**config.mk**
```make
export PLATFORM = sky130hd
export DESIGN_NAME = vdriver_level_select
export DESIGN_NICKNAME = d
export VERILOG_FILES = /design/src/rtl/vdrv_pkg.sv /design/src/rtl/vdriver_level_select.sv
export SDC_FILE = /design/constraint.sdc
export NUM_CORES = 1
export LEC_CHECK = 0
export ABC_AREA = 1
export ABC_CLOCK_PERIOD_IN_PS = 2200
export CAP_MARGIN = 30
export CORE_MARGIN = 2
export CORE_UTILIZATION = 45
export CTS_CLUSTER_SIZE = 24
export DETAILED_ROUTE_END_ITERATION = 8
export DONT_BUFFER_PORTS = 1
export SYNTH_ARGS = -nofsm -noshare
export SYNTH_HDL_FRONTEND = slang
export SYNTH_SLANG_ARGS = --single-unit
export TNS_END_PERCENT = 1
```
**constraint.sdc**
```tcl
create_clock -name mclk -period 2.2 [get_ports mclk]
set_input_delay 0.11 -clock mclk [delete_from_list [all_inputs] [get_ports mclk]]
set_output_delay 0.11 -clock mclk [all_outputs]
set_load 0.01 [all_outputs]
```
**src/rtl/vdrv_pkg.sv**
```systemverilog
// Constants shared by the vertical driver level-select logic.
`default_nettype none
package vdrv_pkg;
   // Two-bit level codes presented to the high-voltage stage.
   localparam logic [1:0] LEVEL_LOW = 2'h0;
   localparam logic [1:0] LEVEL_MID = 2'h1;
   localparam logic [1:0] LEVEL_HIGH = 2'h2;
   // Configuration register indices on the write/read port.
   localparam logic [1:0] ADDR_SUB_SRC = 2'h0;
   localparam logic [1:0] ADDR_MECH_SRC = 2'h1;
   localparam logic [1:0] ADDR_STROBE_SRC = 2'h2;
   localparam logic [1:0] ADDR_BIAS_SRC = 2'h3;
   // Reset values.
   localparam logic [3:0] SUB_SRC_RESET = 4'h0;
   localparam logic [3:0] SHUT_SRC_RESET = 4'hF;
   // Substrate mid/low control source codes.
   localparam logic [3:0] SUB_VP6 = 4'h0;
   localparam logic [3:0] SUB_VP8 = 4'h1;
   localparam logic [3:0] SUB_VP9 = 4'h2;
   localparam logic [3:0] SUB_VP10 = 4'h3;
   localparam logic [3:0] SUB_SG5 = 4'h4;
   localparam logic [3:0] SUB_SG6 = 4'h5;
   localparam logic [3:0] SUB_SG7 = 4'h6;
   localparam logic [3:0] SUB_SG8 = 4'h7;
   localparam logic [3:0] SUB_SG2 = 4'h8;
   localparam logic [3:0] SUB_SG3 = 4'h9;
   localparam logic [3:0] SUB_SG4 = 4'hA;
   localparam logic [3:0] SUB_SG1 = 4'hB;
   localparam logic [3:0] SUB_VP13 = 4'hC;
   localparam logic [3:0] SUB_BIAS = 4'hD;
   localparam logic [3:0] SUB_MECH = 4'hE;
   localparam logic [3:0] SUB_STROBE = 4'hF;
   // Shutter pin source codes; codes above SH_X_S0_S2 drive the pin low.
   localparam logic [3:0] SH_S0 = 4'h0;
   localparam logic [3:0] SH_S1 = 4'h1;
   localparam logic [3:0] SH_S2 = 4'h2;
   localparam logic [3:0] SH_S3 = 4'h3;
   localparam logic [3:0] SH_B0 = 4'h4;
   localparam logic [3:0] SH_B1 = 4'h5;
   localparam logic [3:0] SH_X_S0_B0 = 4'h6;
   localparam logic [3:0] SH_X_S0_B1 = 4'h7;
   localparam logic [3:0] SH_X_S0_S1 = 4'h8;
   localparam logic [3:0] SH_X_S0_S2 = 4'h9;
endpackage
`default_nettype wire

```
**src/rtl/vdriver_level_select.sv**
```systemverilog
// Level-select logic of the vertical, substrate and shutter drivers.
//
// Contract
// - Thirteen phases, eight gate pulses, one substrate drive feed the driver, merged per channel.
// - Channel 1: high if vphase_1 and sg_pulse_1 low, mid if gate high, low if phase high.
// - Channel 3: same three-level rule using vphase_3 with sg_pulse_3.
// - Channels 5a and 5b use vphase_5 with sg_pulse_5 and sg_pulse_6.
// - Channels 7a and 7b use vphase_7 with sg_pulse_7 and sg_pulse_8.
// - Channel 11 uses vphase_11 with sg_pulse_2 under the three-level rule.
// - Channel 12 uses vphase_12 with sg_pulse_4 under the three-level rule.
// - Channels 2,4,6,8,9,10,13: mid when own phase low, low when high.
// - Substrate out high when drive low; else mid if level control low, low if high.
// - Substrate level control comes from a sixteen-way selector with fixed source codes.
// - The substrate source selector resets to code zero, picking vphase_6.
// - Four shutter and two bias pulses are assignable to the three shutter pins.
// - Pins may also take XORs of shutter_pulse_0 with four other pulses.
// - Three shutter modes place substrate pulses; placement arrives on substrate_clock_drive.
// - Normal mode pulses once per line; count per field sets exposure.
`default_nettype none
module vdriver_level_select (
   // Clock and reset
   input wire logic mclk,
   input wire logic reset_n,
   // Vertical phases from the timing generator
   input wire logic vphase_1,
   input wire logic vphase_2,
   input wire logic vphase_3,
   input wire logic vphase_4,
   input wire logic vphase_5,
   input wire logic vphase_6,
   input wire logic vphase_7,
   input wire logic vphase_8,
   input wire logic vphase_9,
   input wire logic vphase_10,
   input wire logic vphase_11,
   input wire logic vphase_12,
   input wire logic vphase_13,
   // Sensor-gate pulses
   input wire logic sg_pulse_1,
   input wire logic sg_pulse_2,
   input wire logic sg_pulse_3,
   input wire logic sg_pulse_4,
   input wire logic sg_pulse_5,
   input wire logic sg_pulse_6,
   input wire logic sg_pulse_7,
   input wire logic sg_pulse_8,
   // Substrate drive and shutter pulses
   input wire logic substrate_clock_drive,
   input wire logic shutter_pulse_0,
   input wire logic shutter_pulse_1,
   input wire logic shutter_pulse_2,
   input wire logic shutter_pulse_3,
   input wire logic bias_pulse_0,
   input wire logic bias_pulse_1,
   // Configuration port
   input wire logic reg_wr_en,
   input wire logic [1:0] reg_addr,
   input wire logic [3:0] reg_wr_data,
   output logic [3:0] reg_rd_data,
   // Vertical channel level codes
   output logic [1:0] drv_out_1,
   output logic [1:0] drv_out_2,
   output logic [1:0] drv_out_3,
   output logic [1:0] drv_out_4,
   output logic [1:0] drv_out_5a,
   output logic [1:0] drv_out_5b,
   output logic [1:0] drv_out_6,
   output logic [1:0] drv_out_7a,
   output logic [1:0] drv_out_7b,
   output logic [1:0] drv_out_8,
   output logic [1:0] drv_out_9,
   output logic [1:0] drv_out_10,
   output logic [1:0] drv_out_11,
   output logic [1:0] drv_out_12,
   output logic [1:0] drv_out_13,
   // Substrate and shutter outputs
   output logic [1:0] substrate_clock_out,
   output logic substrate_level_ctl,
   output logic mech_shutter_out,
   output logic strobe_out,
   output logic substrate_bias_sel
);

   ////////////////////////////////////////////////////////////////////////////////
   // Reset release and level functions

   logic rst_meta;
   logic rst_n;
   logic [3:0] substrate_level_source;
   logic [3:0] mech_src;
   logic [3:0] strobe_src;
   logic [3:0] bias_src;
   logic next_mech;
   logic next_strobe;
   logic next_bias;
   logic next_level_ctl;
   always_ff @(posedge mclk or negedge reset_n) begin
      if (!reset_n) begin
         rst_meta <= 1'b0;
         rst_n <= 1'b0;
      end else begin
         rst_meta <= 1'b1;
         rst_n <= rst_meta;
      end
   end // reset release
   // A high phase always wins, so a gate pulse can only pull a low-phase channel from high down to mid.
   function automatic logic [1:0] three_level(input logic phase, input logic gate);
      three_level = phase ? vdrv_pkg::LEVEL_LOW : (gate ? vdrv_pkg::LEVEL_MID : vdrv_pkg::LEVEL_HIGH);
   endfunction
   function automatic logic [1:0] two_level(input logic phase);
      two_level = phase ? vdrv_pkg::LEVEL_LOW : vdrv_pkg::LEVEL_MID;
   endfunction
   function automatic logic shutter_source(input logic [3:0] sel, input logic [3:0] sh, input logic [1:0] b);
      case (sel)
         vdrv_pkg::SH_S0: shutter_source = sh[0];
         vdrv_pkg::SH_S1: shutter_source = sh[1];
         vdrv_pkg::SH_S2: shutter_source = sh[2];
         vdrv_pkg::SH_S3: shutter_source = sh[3];
         vdrv_pkg::SH_B0: shutter_source = b[0];
         vdrv_pkg::SH_B1: shutter_source = b[1];
         vdrv_pkg::SH_X_S0_B0: shutter_source = sh[0] ^ b[0];
         vdrv_pkg::SH_X_S0_B1: shutter_source = sh[0] ^ b[1];
         vdrv_pkg::SH_X_S0_S1: shutter_source = sh[0] ^ sh[1];
         vdrv_pkg::SH_X_S0_S2: shutter_source = sh[0] ^ sh[2];
         default: shutter_source = 1'b0;
      endcase
   endfunction

   ////////////////////////////////////////////////////////////////////////////////
   // Configuration registers
   always_ff @(posedge mclk or negedge rst_n) begin
      if (!rst_n) begin
         substrate_level_source <= vdrv_pkg::SUB_SRC_RESET;
         mech_src <= vdrv_pkg::SHUT_SRC_RESET;
         strobe_src <= vdrv_pkg::SHUT_SRC_RESET;
         bias_src <= vdrv_pkg::SHUT_SRC_RESET;
      end else if (reg_wr_en) begin
         case (reg_addr)
            vdrv_pkg::ADDR_SUB_SRC: substrate_level_source <= reg_wr_data;
            vdrv_pkg::ADDR_MECH_SRC: mech_src <= reg_wr_data;
            vdrv_pkg::ADDR_STROBE_SRC: strobe_src <= reg_wr_data;
            vdrv_pkg::ADDR_BIAS_SRC: bias_src <= reg_wr_data;
            default: substrate_level_source <= substrate_level_source;
         endcase
      end
   end // configuration registers
   always_ff @(posedge mclk or negedge rst_n) begin
      if (!rst_n) begin
         reg_rd_data <= 4'h0;
      end else begin
         case (reg_addr)
            vdrv_pkg::ADDR_SUB_SRC: reg_rd_data <= substrate_level_source;
            vdrv_pkg::ADDR_MECH_SRC: reg_rd_data <= mech_src;
            vdrv_pkg::ADDR_STROBE_SRC: reg_rd_data <= strobe_src;
            vdrv_pkg::ADDR_BIAS_SRC: reg_rd_data <= bias_src;
            default: reg_rd_data <= 4'h0;
         endcase
      end
   end // read-back
   ////////////////////////////////////////////////////////////////////////////////
   // Vertical channels
   always_ff @(posedge mclk or negedge rst_n) begin
      if (!rst_n) begin
         drv_out_1 <= vdrv_pkg::LEVEL_LOW;
         drv_out_2 <= vdrv_pkg::LEVEL_LOW;
         drv_out_3 <= vdrv_pkg::LEVEL_LOW;
         drv_out_4 <= vdrv_pkg::LEVEL_LOW;
         drv_out_5a <= vdrv_pkg::LEVEL_LOW;
         drv_out_5b <= vdrv_pkg::LEVEL_LOW;
         drv_out_6 <= vdrv_pkg::LEVEL_LOW;
         drv_out_7a <= vdrv_pkg::LEVEL_LOW;
         drv_out_7b <= vdrv_pkg::LEVEL_LOW;
         drv_out_8 <= vdrv_pkg::LEVEL_LOW;
         drv_out_9 <= vdrv_pkg::LEVEL_LOW;
         drv_out_10 <= vdrv_pkg::LEVEL_LOW;
         drv_out_11 <= vdrv_pkg::LEVEL_LOW;
         drv_out_12 <= vdrv_pkg::LEVEL_LOW;
         drv_out_13 <= vdrv_pkg::LEVEL_LOW;
      end else begin
         drv_out_1 <= three_level(vphase_1, sg_pulse_1);
         drv_out_3 <= three_level(vphase_3, sg_pulse_3);
         drv_out_5a <= three_level(vphase_5, sg_pulse_5);
         drv_out_5b <= three_level(vphase_5, sg_pulse_6);
         drv_out_7a <= three_level(vphase_7, sg_pulse_7);
         drv_out_7b <= three_level(vphase_7, sg_pulse_8);
         drv_out_11 <= three_level(vphase_11, sg_pulse_2);
         drv_out_12 <= three_level(vphase_12, sg_pulse_4);
         drv_out_2 <= two_level(vphase_2);
         drv_out_4 <= two_level(vphase_4);
         drv_out_6 <= two_level(vphase_6);
         drv_out_8 <= two_level(vphase_8);
         drv_out_9 <= two_level(vphase_9);
         drv_out_10 <= two_level(vphase_10);
         drv_out_13 <= two_level(vphase_13);
      end
   end // vertical channels
   ////////////////////////////////////////////////////////////////////////////////
   // Shutter pins and substrate buffer
   always_comb begin
      next_mech = shutter_source(mech_src, {shutter_pulse_3, shutter_pulse_2, shutter_pulse_1, shutter_pulse_0},
         {bias_pulse_1, bias_pulse_0});
      next_strobe = shutter_source(strobe_src, {shutter_pulse_3, shutter_pulse_2, shutter_pulse_1, shutter_pulse_0},
         {bias_pulse_1, bias_pulse_0});
      next_bias = shutter_source(bias_src, {shutter_pulse_3, shutter_pulse_2, shutter_pulse_1, shutter_pulse_0},
         {bias_pulse_1, bias_pulse_0});
   end
   // The selector takes the pin values of this cycle so the level control lines up with the pins.
   always_comb begin
      case (substrate_level_source)
         vdrv_pkg::SUB_VP6: next_level_ctl = vphase_6;
         vdrv_pkg::SUB_VP8: next_level_ctl = vphase_8;
         vdrv_pkg::SUB_VP9: next_level_ctl = vphase_9;
         vdrv_pkg::SUB_VP10: next_level_ctl = vphase_10;
         vdrv_pkg::SUB_SG5: next_level_ctl = sg_pulse_5;
         vdrv_pkg::SUB_SG6: next_level_ctl = sg_pulse_6;
         vdrv_pkg::SUB_SG7: next_level_ctl = sg_pulse_7;
         vdrv_pkg::SUB_SG8: next_level_ctl = sg_pulse_8;
         vdrv_pkg::SUB_SG2: next_level_ctl = sg_pulse_2;
         vdrv_pkg::SUB_SG3: next_level_ctl = sg_pulse_3;
         vdrv_pkg::SUB_SG4: next_level_ctl = sg_pulse_4;
         vdrv_pkg::SUB_SG1: next_level_ctl = sg_pulse_1;
         vdrv_pkg::SUB_VP13: next_level_ctl = vphase_13;
         vdrv_pkg::SUB_BIAS: next_level_ctl = next_bias;
         vdrv_pkg::SUB_MECH: next_level_ctl = next_mech;
         vdrv_pkg::SUB_STROBE: next_level_ctl = next_strobe;
         default: next_level_ctl = 1'b0;
      endcase
   end

   // Shutter mode timing lives upstream; this stage only turns the drive into levels.
   always_ff @(posedge mclk or negedge rst_n) begin
      if (!rst_n) begin
         substrate_clock_out <= vdrv_pkg::LEVEL_HIGH;
         substrate_level_ctl <= 1'b0;
         mech_shutter_out <= 1'b0;
         strobe_out <= 1'b0;
         substrate_bias_sel <= 1'b0;
      end else begin
         if (!substrate_clock_drive) begin
            substrate_clock_out <= vdrv_pkg::LEVEL_HIGH;
         end else begin
            substrate_clock_out <= next_level_ctl ? vdrv_pkg::LEVEL_LOW : vdrv_pkg::LEVEL_MID;
         end
         substrate_level_ctl <= next_level_ctl;
         mech_shutter_out <= next_mech;
         strobe_out <= next_strobe;
         substrate_bias_sel <= next_bias;
      end
   end // substrate and shutter outputs
endmodule // vdriver_level_select
`default_nettype wire

```
## After elaboration in Yosys (flattened, before gate mapping)

Index checks and enable logic that the tools add are counted.
W data, S select, Z words.

| storage, ports and cells | value |
|---|---|
| flip-flop bits (word level) | 51 |
| logic and storage cells | 115 |
| input bits | 37 |
| output and inout port bits | 40 |

| operators by class | value |
|---|---|
| multiplexer cells | 30 |
| bitwise operators | 4 |
| equality and inequality tests | 45 |
| reductions and logical operators | 9 |

Operators with widths:

| operator | count |
|---|---|
| $eq A4 B3 Y1 const B | 16 |
| $eq A4 B4 Y1 const B | 14 |
| $mux W2 | 17 |
| $eq A4 B2 Y1 const B | 8 |
| $pmux W1 S10 | 3 |
| $eq A4 B1 Y1 const B | 4 |
| $logic_not A4 Y1 | 4 |
| $pmux W1 S16 | 1 |
| $pmux W4 S4 | 1 |
| $mux W1 | 8 |
| $reduce_and A2 Y1 | 4 |
| $eq A2 B2 Y1 const B | 2 |
| $xor A1 B1 Y1 | 4 |
| $eq A2 B1 Y1 const B | 1 |
| $logic_not A2 Y1 | 1 |

## Logic depth before layout (Yosys ltp)

| logic depth | value |
|---|---|
| depth after elaboration | 5 |
| gate-level depth with buffers | 13 |
| depth with buffers taken out | 12 |

## Worst setup path after synthesis

No wires, ideal clock.

| path | value |
|---|---|
| path kind | reg2reg |
| start | reg bias_src[0] |
| end | reg substrate_clock_out[0] |
| data arrival time | 1.318 ns |
| library setup time | 0.069 ns |
| period minus slack after synthesis | 1.387 ns |
| data required time | 2.131 ns |
| stages on the path, launching flop included | 12 |
| slack | 0.813 ns |
| path buffers | 1 |
| cells stage by stage | dfstp_2 > buf_4 > inv_1 > nand3_1 > nand2_1 > o21ai_2 > nand3_2 > nand2_1 > inv_1 > nor2_2 > nand3_2 > nor2_2 |

| on the way | value |
|---|---|
| longest elaborated chain between the ends | 5 |
| elaborated cells between the ends (all ways) | 14 |
| those cells by class | 9 x eq/ne; 4 x mux; 1 x reduce/logical |

RTL lines:

| element | RTL line | source |
|---|---|---|
| start, declared | vdriver_level_select.sv:92 | `logic [3:0] bias_src;` |
| start signal, assigned | vdriver_level_select.sv:136 | `bias_src <= vdrv_pkg::SHUT_SRC_RESET;` |
| start signal, assigned | vdriver_level_select.sv:142 | `vdrv_pkg::ADDR_BIAS_SRC: bias_src <= reg_wr_data;` |
| $eq A4 B4 Y1 (tied with other cells) | vdriver_level_select.sv:114 | `case (sel)` |
| $pmux W1 S10 * | vdriver_level_select.sv:114 |  |
| named net next_bias | vdriver_level_select.sv:95 | `logic next_bias;` |
| $pmux W1 S16 * | vdriver_level_select.sv:209 | `case (substrate_level_source)` |
| named net next_level_ctl | vdriver_level_select.sv:96 | `logic next_level_ctl;` |
| $mux W1 * | vdriver_level_select.sv:242 | `substrate_clock_out <= next_level_ctl ? vdrv_pkg::LEVEL_LOW : vdrv_pkg::LEVEL_MID;` |
| $mux W2 * | vdriver_level_select.sv:239 | `if (!substrate_clock_drive) begin` |
| end signal, assigned | vdriver_level_select.sv:233 | `substrate_clock_out <= vdrv_pkg::LEVEL_HIGH;` |
| end signal, assigned | vdriver_level_select.sv:240 | `substrate_clock_out <= vdrv_pkg::LEVEL_HIGH;` |
| end signal, assigned | vdriver_level_select.sv:242 |  |
| end, declared | vdriver_level_select.sv:77 | `output logic [1:0] substrate_clock_out,` |

The timed path passes the listed nets; every way through them passes the cells marked *.
A chain may end at the register's enable or synchronous reset.

## Worst setup path after layout

| path | value |
|---|---|
| start | reg mech_src[1] |
| end | reg substrate_clock_out[0] |

| on the way | value |
|---|---|
| longest elaborated chain between the ends | 5 |
| elaborated cells between the ends (all ways) | 14 |
| those cells by class | 9 x eq/ne; 4 x mux; 1 x reduce/logical |

RTL lines:

| element | RTL line | source |
|---|---|---|
| start, declared | vdriver_level_select.sv:90 | `logic [3:0] mech_src;` |
| start signal, assigned | vdriver_level_select.sv:134 | `mech_src <= vdrv_pkg::SHUT_SRC_RESET;` |
| start signal, assigned | vdriver_level_select.sv:140 | `vdrv_pkg::ADDR_MECH_SRC: mech_src <= reg_wr_data;` |
| $eq A4 B4 Y1 (tied with other cells) | vdriver_level_select.sv:114 |  |
| $pmux W1 S10 * | vdriver_level_select.sv:114 |  |
| named net next_mech | vdriver_level_select.sv:93 | `logic next_mech;` |
| $pmux W1 S16 * | vdriver_level_select.sv:209 |  |
| named net next_level_ctl | vdriver_level_select.sv:96 |  |
| $mux W1 * | vdriver_level_select.sv:242 |  |
| $mux W2 * | vdriver_level_select.sv:239 |  |

Marked as above.

==> flow_summary_export.csv <==
group,metric,value,unit
logic_synthesis,avgSynthCellArea,7.57,sq um
global_route,grt_max_degree,42,
worst_setup_path,critPathRequiredTime,2.44,ns
pwr,powerDensity,751,mW/mm^2
floorplanning,io_pins,77,
routing,wl_per_cell,13.4,microns
global_route,antenna_found_initial,0,
routing,drt_iter0_markers,118,
final_layout,finalInstanceArea,0.00292,sq mm
final_layout,area_growth,17.5,%
sta,slew_headroom,0.430,
logic_synthesis,yosys-top-cells-area,"dfrtp_1, nand2_1, dfstp_2, inv_1, nor2_1",
sta,worst_pin_slew,0.855,ns
clock_network,cts_tree,"built",
logic_synthesis,syn_inst,328,
sta,finClkSkew,0.00788,ns
logic_synthesis,yosys_warnings,0,
clock_network,cts_resized,0,
sta,slew_viol_final,0,
logic_synthesis,synth-seq-cells,51,
worst_setup_path,worst-path-buf-inv,2,
worst_setup_path,crit_path_end_kind,"flop",
global_route,grt_overflow,0,
clock_network,cts_setup_buffers,0,
global_route,grt_pass1_wl,9.69,mm
worst_setup_path,crit_path_start_kind,"flop",
worst_setup_path,slowest_delay,0.63,ns
routing,antenna_left,0,
sta,setup_viol,0,
clock_network,cts_buffers,5,
sta,layout_min_cycle_time,1.56,ns
worst_setup_path,worst_path_most_repeated_cell,"nand2_1",
floorplanning,initial_utilization,0.459,
place,hpwl,4.19,mm
clock_network,clockBufferDepth,2,
clock_network,cts-root-buf,"clkbuf_8",
outcome,status,"finished clean",
routing,drt_wl_total,5.82,mm
worst_setup_path,worstPathArrival,1.80,ns
worst_setup_path,slowest_stage,"dfstp_2",
sta,period_share,0.710,
floorplanning,fp.dieW,78.3,microns
clock_network,htreeDepth,2,
final_layout,layout_commonest_cell,"nand2_1",
pwr,p_leak,1.54,nW
hold_path,hold_path.class,"input pin to flop",
floorplanning,die_area,0.00613,sq mm
clock_network,clk_latency,0.31,ns
sta,hold_viol_final,0,
floorplanning,rows,27,
logic_synthesis,yosysTopAreaCellShare,0.383,
final_layout,drive_above_1_share,0.0914,
floorplanning,core,0.00541,sq mm
sta,tns,0,ns
worst_setup_path,cp_cell_sequence,"inv_1 > nand3_1 > nand2_1 > o21ai_0 > nand3_1 > nand2_1 > nand2_1 > inv_1 > nand3_2 > nor2_2",
place,placed_cell_area,0.00251,sq mm
final_layout,most-common-layout-cells,"nand2_1, inv_1, nor2_1",
sta,fmax,640,MHz
global_route,grt_pass1_vias,2010,
worst_setup_path,crit_fanout,8,
routing,drc_errors,0,
logic_synthesis,synth_cell_type_count,17,
logic_synthesis,yosysTopAreaCell,"dfrtp_1",
floorplanning,die_y,78.3,microns
pwr,ir_drop,0.407,mV
place,port_buffers,0,
final_layout,n_antenna_cell,0,
routing,routed_via_density,4.83,
flow_run,maxCapViolations,0,
routing,firstDrtPassIters,4,
worst_setup_path,cp_top_family,"flip-flops",
sta,grt_setup_unrepaired,"false",
place,place_congestion,0.906,
global_route,grt.total_usage,0.204,
routing,vias,2091,
final_layout,finalNetCount,397,
worst_setup_path,crit_type,"flop to flop",
logic_synthesis,netlist_area,0.00248,sq mm
logic_synthesis,ys_seq_area_frac,0.521,
clock_network,path_clk_slew,0.10,ns
clock_network,cts.sinks,51,
-- cells in the mapped netlist --
| master | count |
|---|---|
| nand2_1 | 103 |
| inv_1 | 50 |
| nor2_1 | 46 |
| dfrtp_1 | 38 |
| nand3_1 | 27 |
| o21ai_0 | 19 |
| dfstp_2 | 13 |
| buf_4 | 11 |
| buf_2 | 3 |
| inv_2 | 3 |
| nor2_2 | 3 |
| o2111ai_1 | 3 |
| conb_1 | 2 |
| nand3_2 | 2 |
| nand4_1 | 2 |
| o21ai_1 | 2 |
| o21ai_2 | 1 |
-- registers in the layout (all words and copies together), names as in the netlist, 2 cells and up --
register	flops
bias_src	4
substrate_level_source	4
drv_out_5a	2
strobe_src	4
drv_out_11	2
substrate_clock_out	2
mech_src	4
drv_out_3	2
drv_out_1	2
reg_rd_data	4
drv_out_5b	2
drv_out_12	2
drv_out_7a	2
drv_out_7b	2
-- kinds of logic after synthesis --
kind of cell / after synthesis / share of synthesized area
buf+inv: 67 / 0.119
simple gates: 183 / 0.300
flops: 51 / 0.521
other cells: 2 / 0.00303
compound gates: 25 / 0.0565
-- worst reg2reg max path, stage by stage (launching register included) --
cell and delay, ns:
dfstp_2 0.63, inv_1 0.11, nand3_1 0.08, nand2_1 0.06, o21ai_0 0.16, nand3_1 0.13
nand2_1 0.07, nand2_1 0.04, inv_1 0.06, nand3_2 0.08, nor2_2 0.08
-- worst paths after layout --
path                                      from                endpoint  slack (ns)  cells past startpoint
worst min-delay path            reg_wr_data[2]           strobe_src[2]        0.01                      2
max in group asynchronous                rst_n             bias_src[3]        1.11                      1
min in group asynchronous              reset_n                rst_meta        0.02                      1
worst max register to register     mech_src[1]  substrate_clock_out[0]        0.64                     10
worst max-delay path               mech_src[1]  substrate_clock_out[0]        0.64                     10
worst min register to register        rst_meta                   rst_n        0.36                      0
-- per-layer routing --
layer / share of wire / vias to the layer above / GRT usage / wire, microns
met3: 0.054 / 12 / 0.0494 / 314
li1: - / 1043 / - / -
met2: 0.49 / 72 / 0.341 / 2850
met1: 0.44 / 964 / 0.261 / 2550
met4: 0.020 / 0 / 0.0649 / 114
met5: 0 / - / 0 / 0
-- power by group --
part / switching, mW / internal [mW] / total, mW
clock: 0.326 / 0.230 / 0.556
combinational: 0.228 / 0.163 / 0.392
sequential: 0.163 / 1.08 / 1.24
total: 0.717 / 1.47 / 2.19
-- what timing repair did --
action,CTS,global route
hold buffers,31,0
endpoints found under the hold margin,31,0
endpoints found under the setup margin,0,0
-- metrics by stage --
step           hold WS (ns)  cells   util  setup WS [ns]  total power [mW]
2_1_floorplan        -0.186    334      -          0.698              1.53
3_3_place_gp         -0.186    394  0.465          0.655              1.60
3_5_place_dp         -0.186    394  0.465          0.669              1.60
4_1_cts              0.0121    433  0.540          0.640              2.21
5_1_grt              0.0143    433  0.540          0.398              2.34
6_report             0.0143    433  0.540          0.637              2.19
-- layout make-up --
class                   instances  area [sq um]
repair buffers                 33           325
clock buffers                   5          68.8
fillers                       522          2490
multi-input cells             216           916
well taps                      72          90.1
inverters                      53           199
flip-flops and latches         51          1290
clock inverters                 3          23.8
Power figures use the tool's default switching activity.
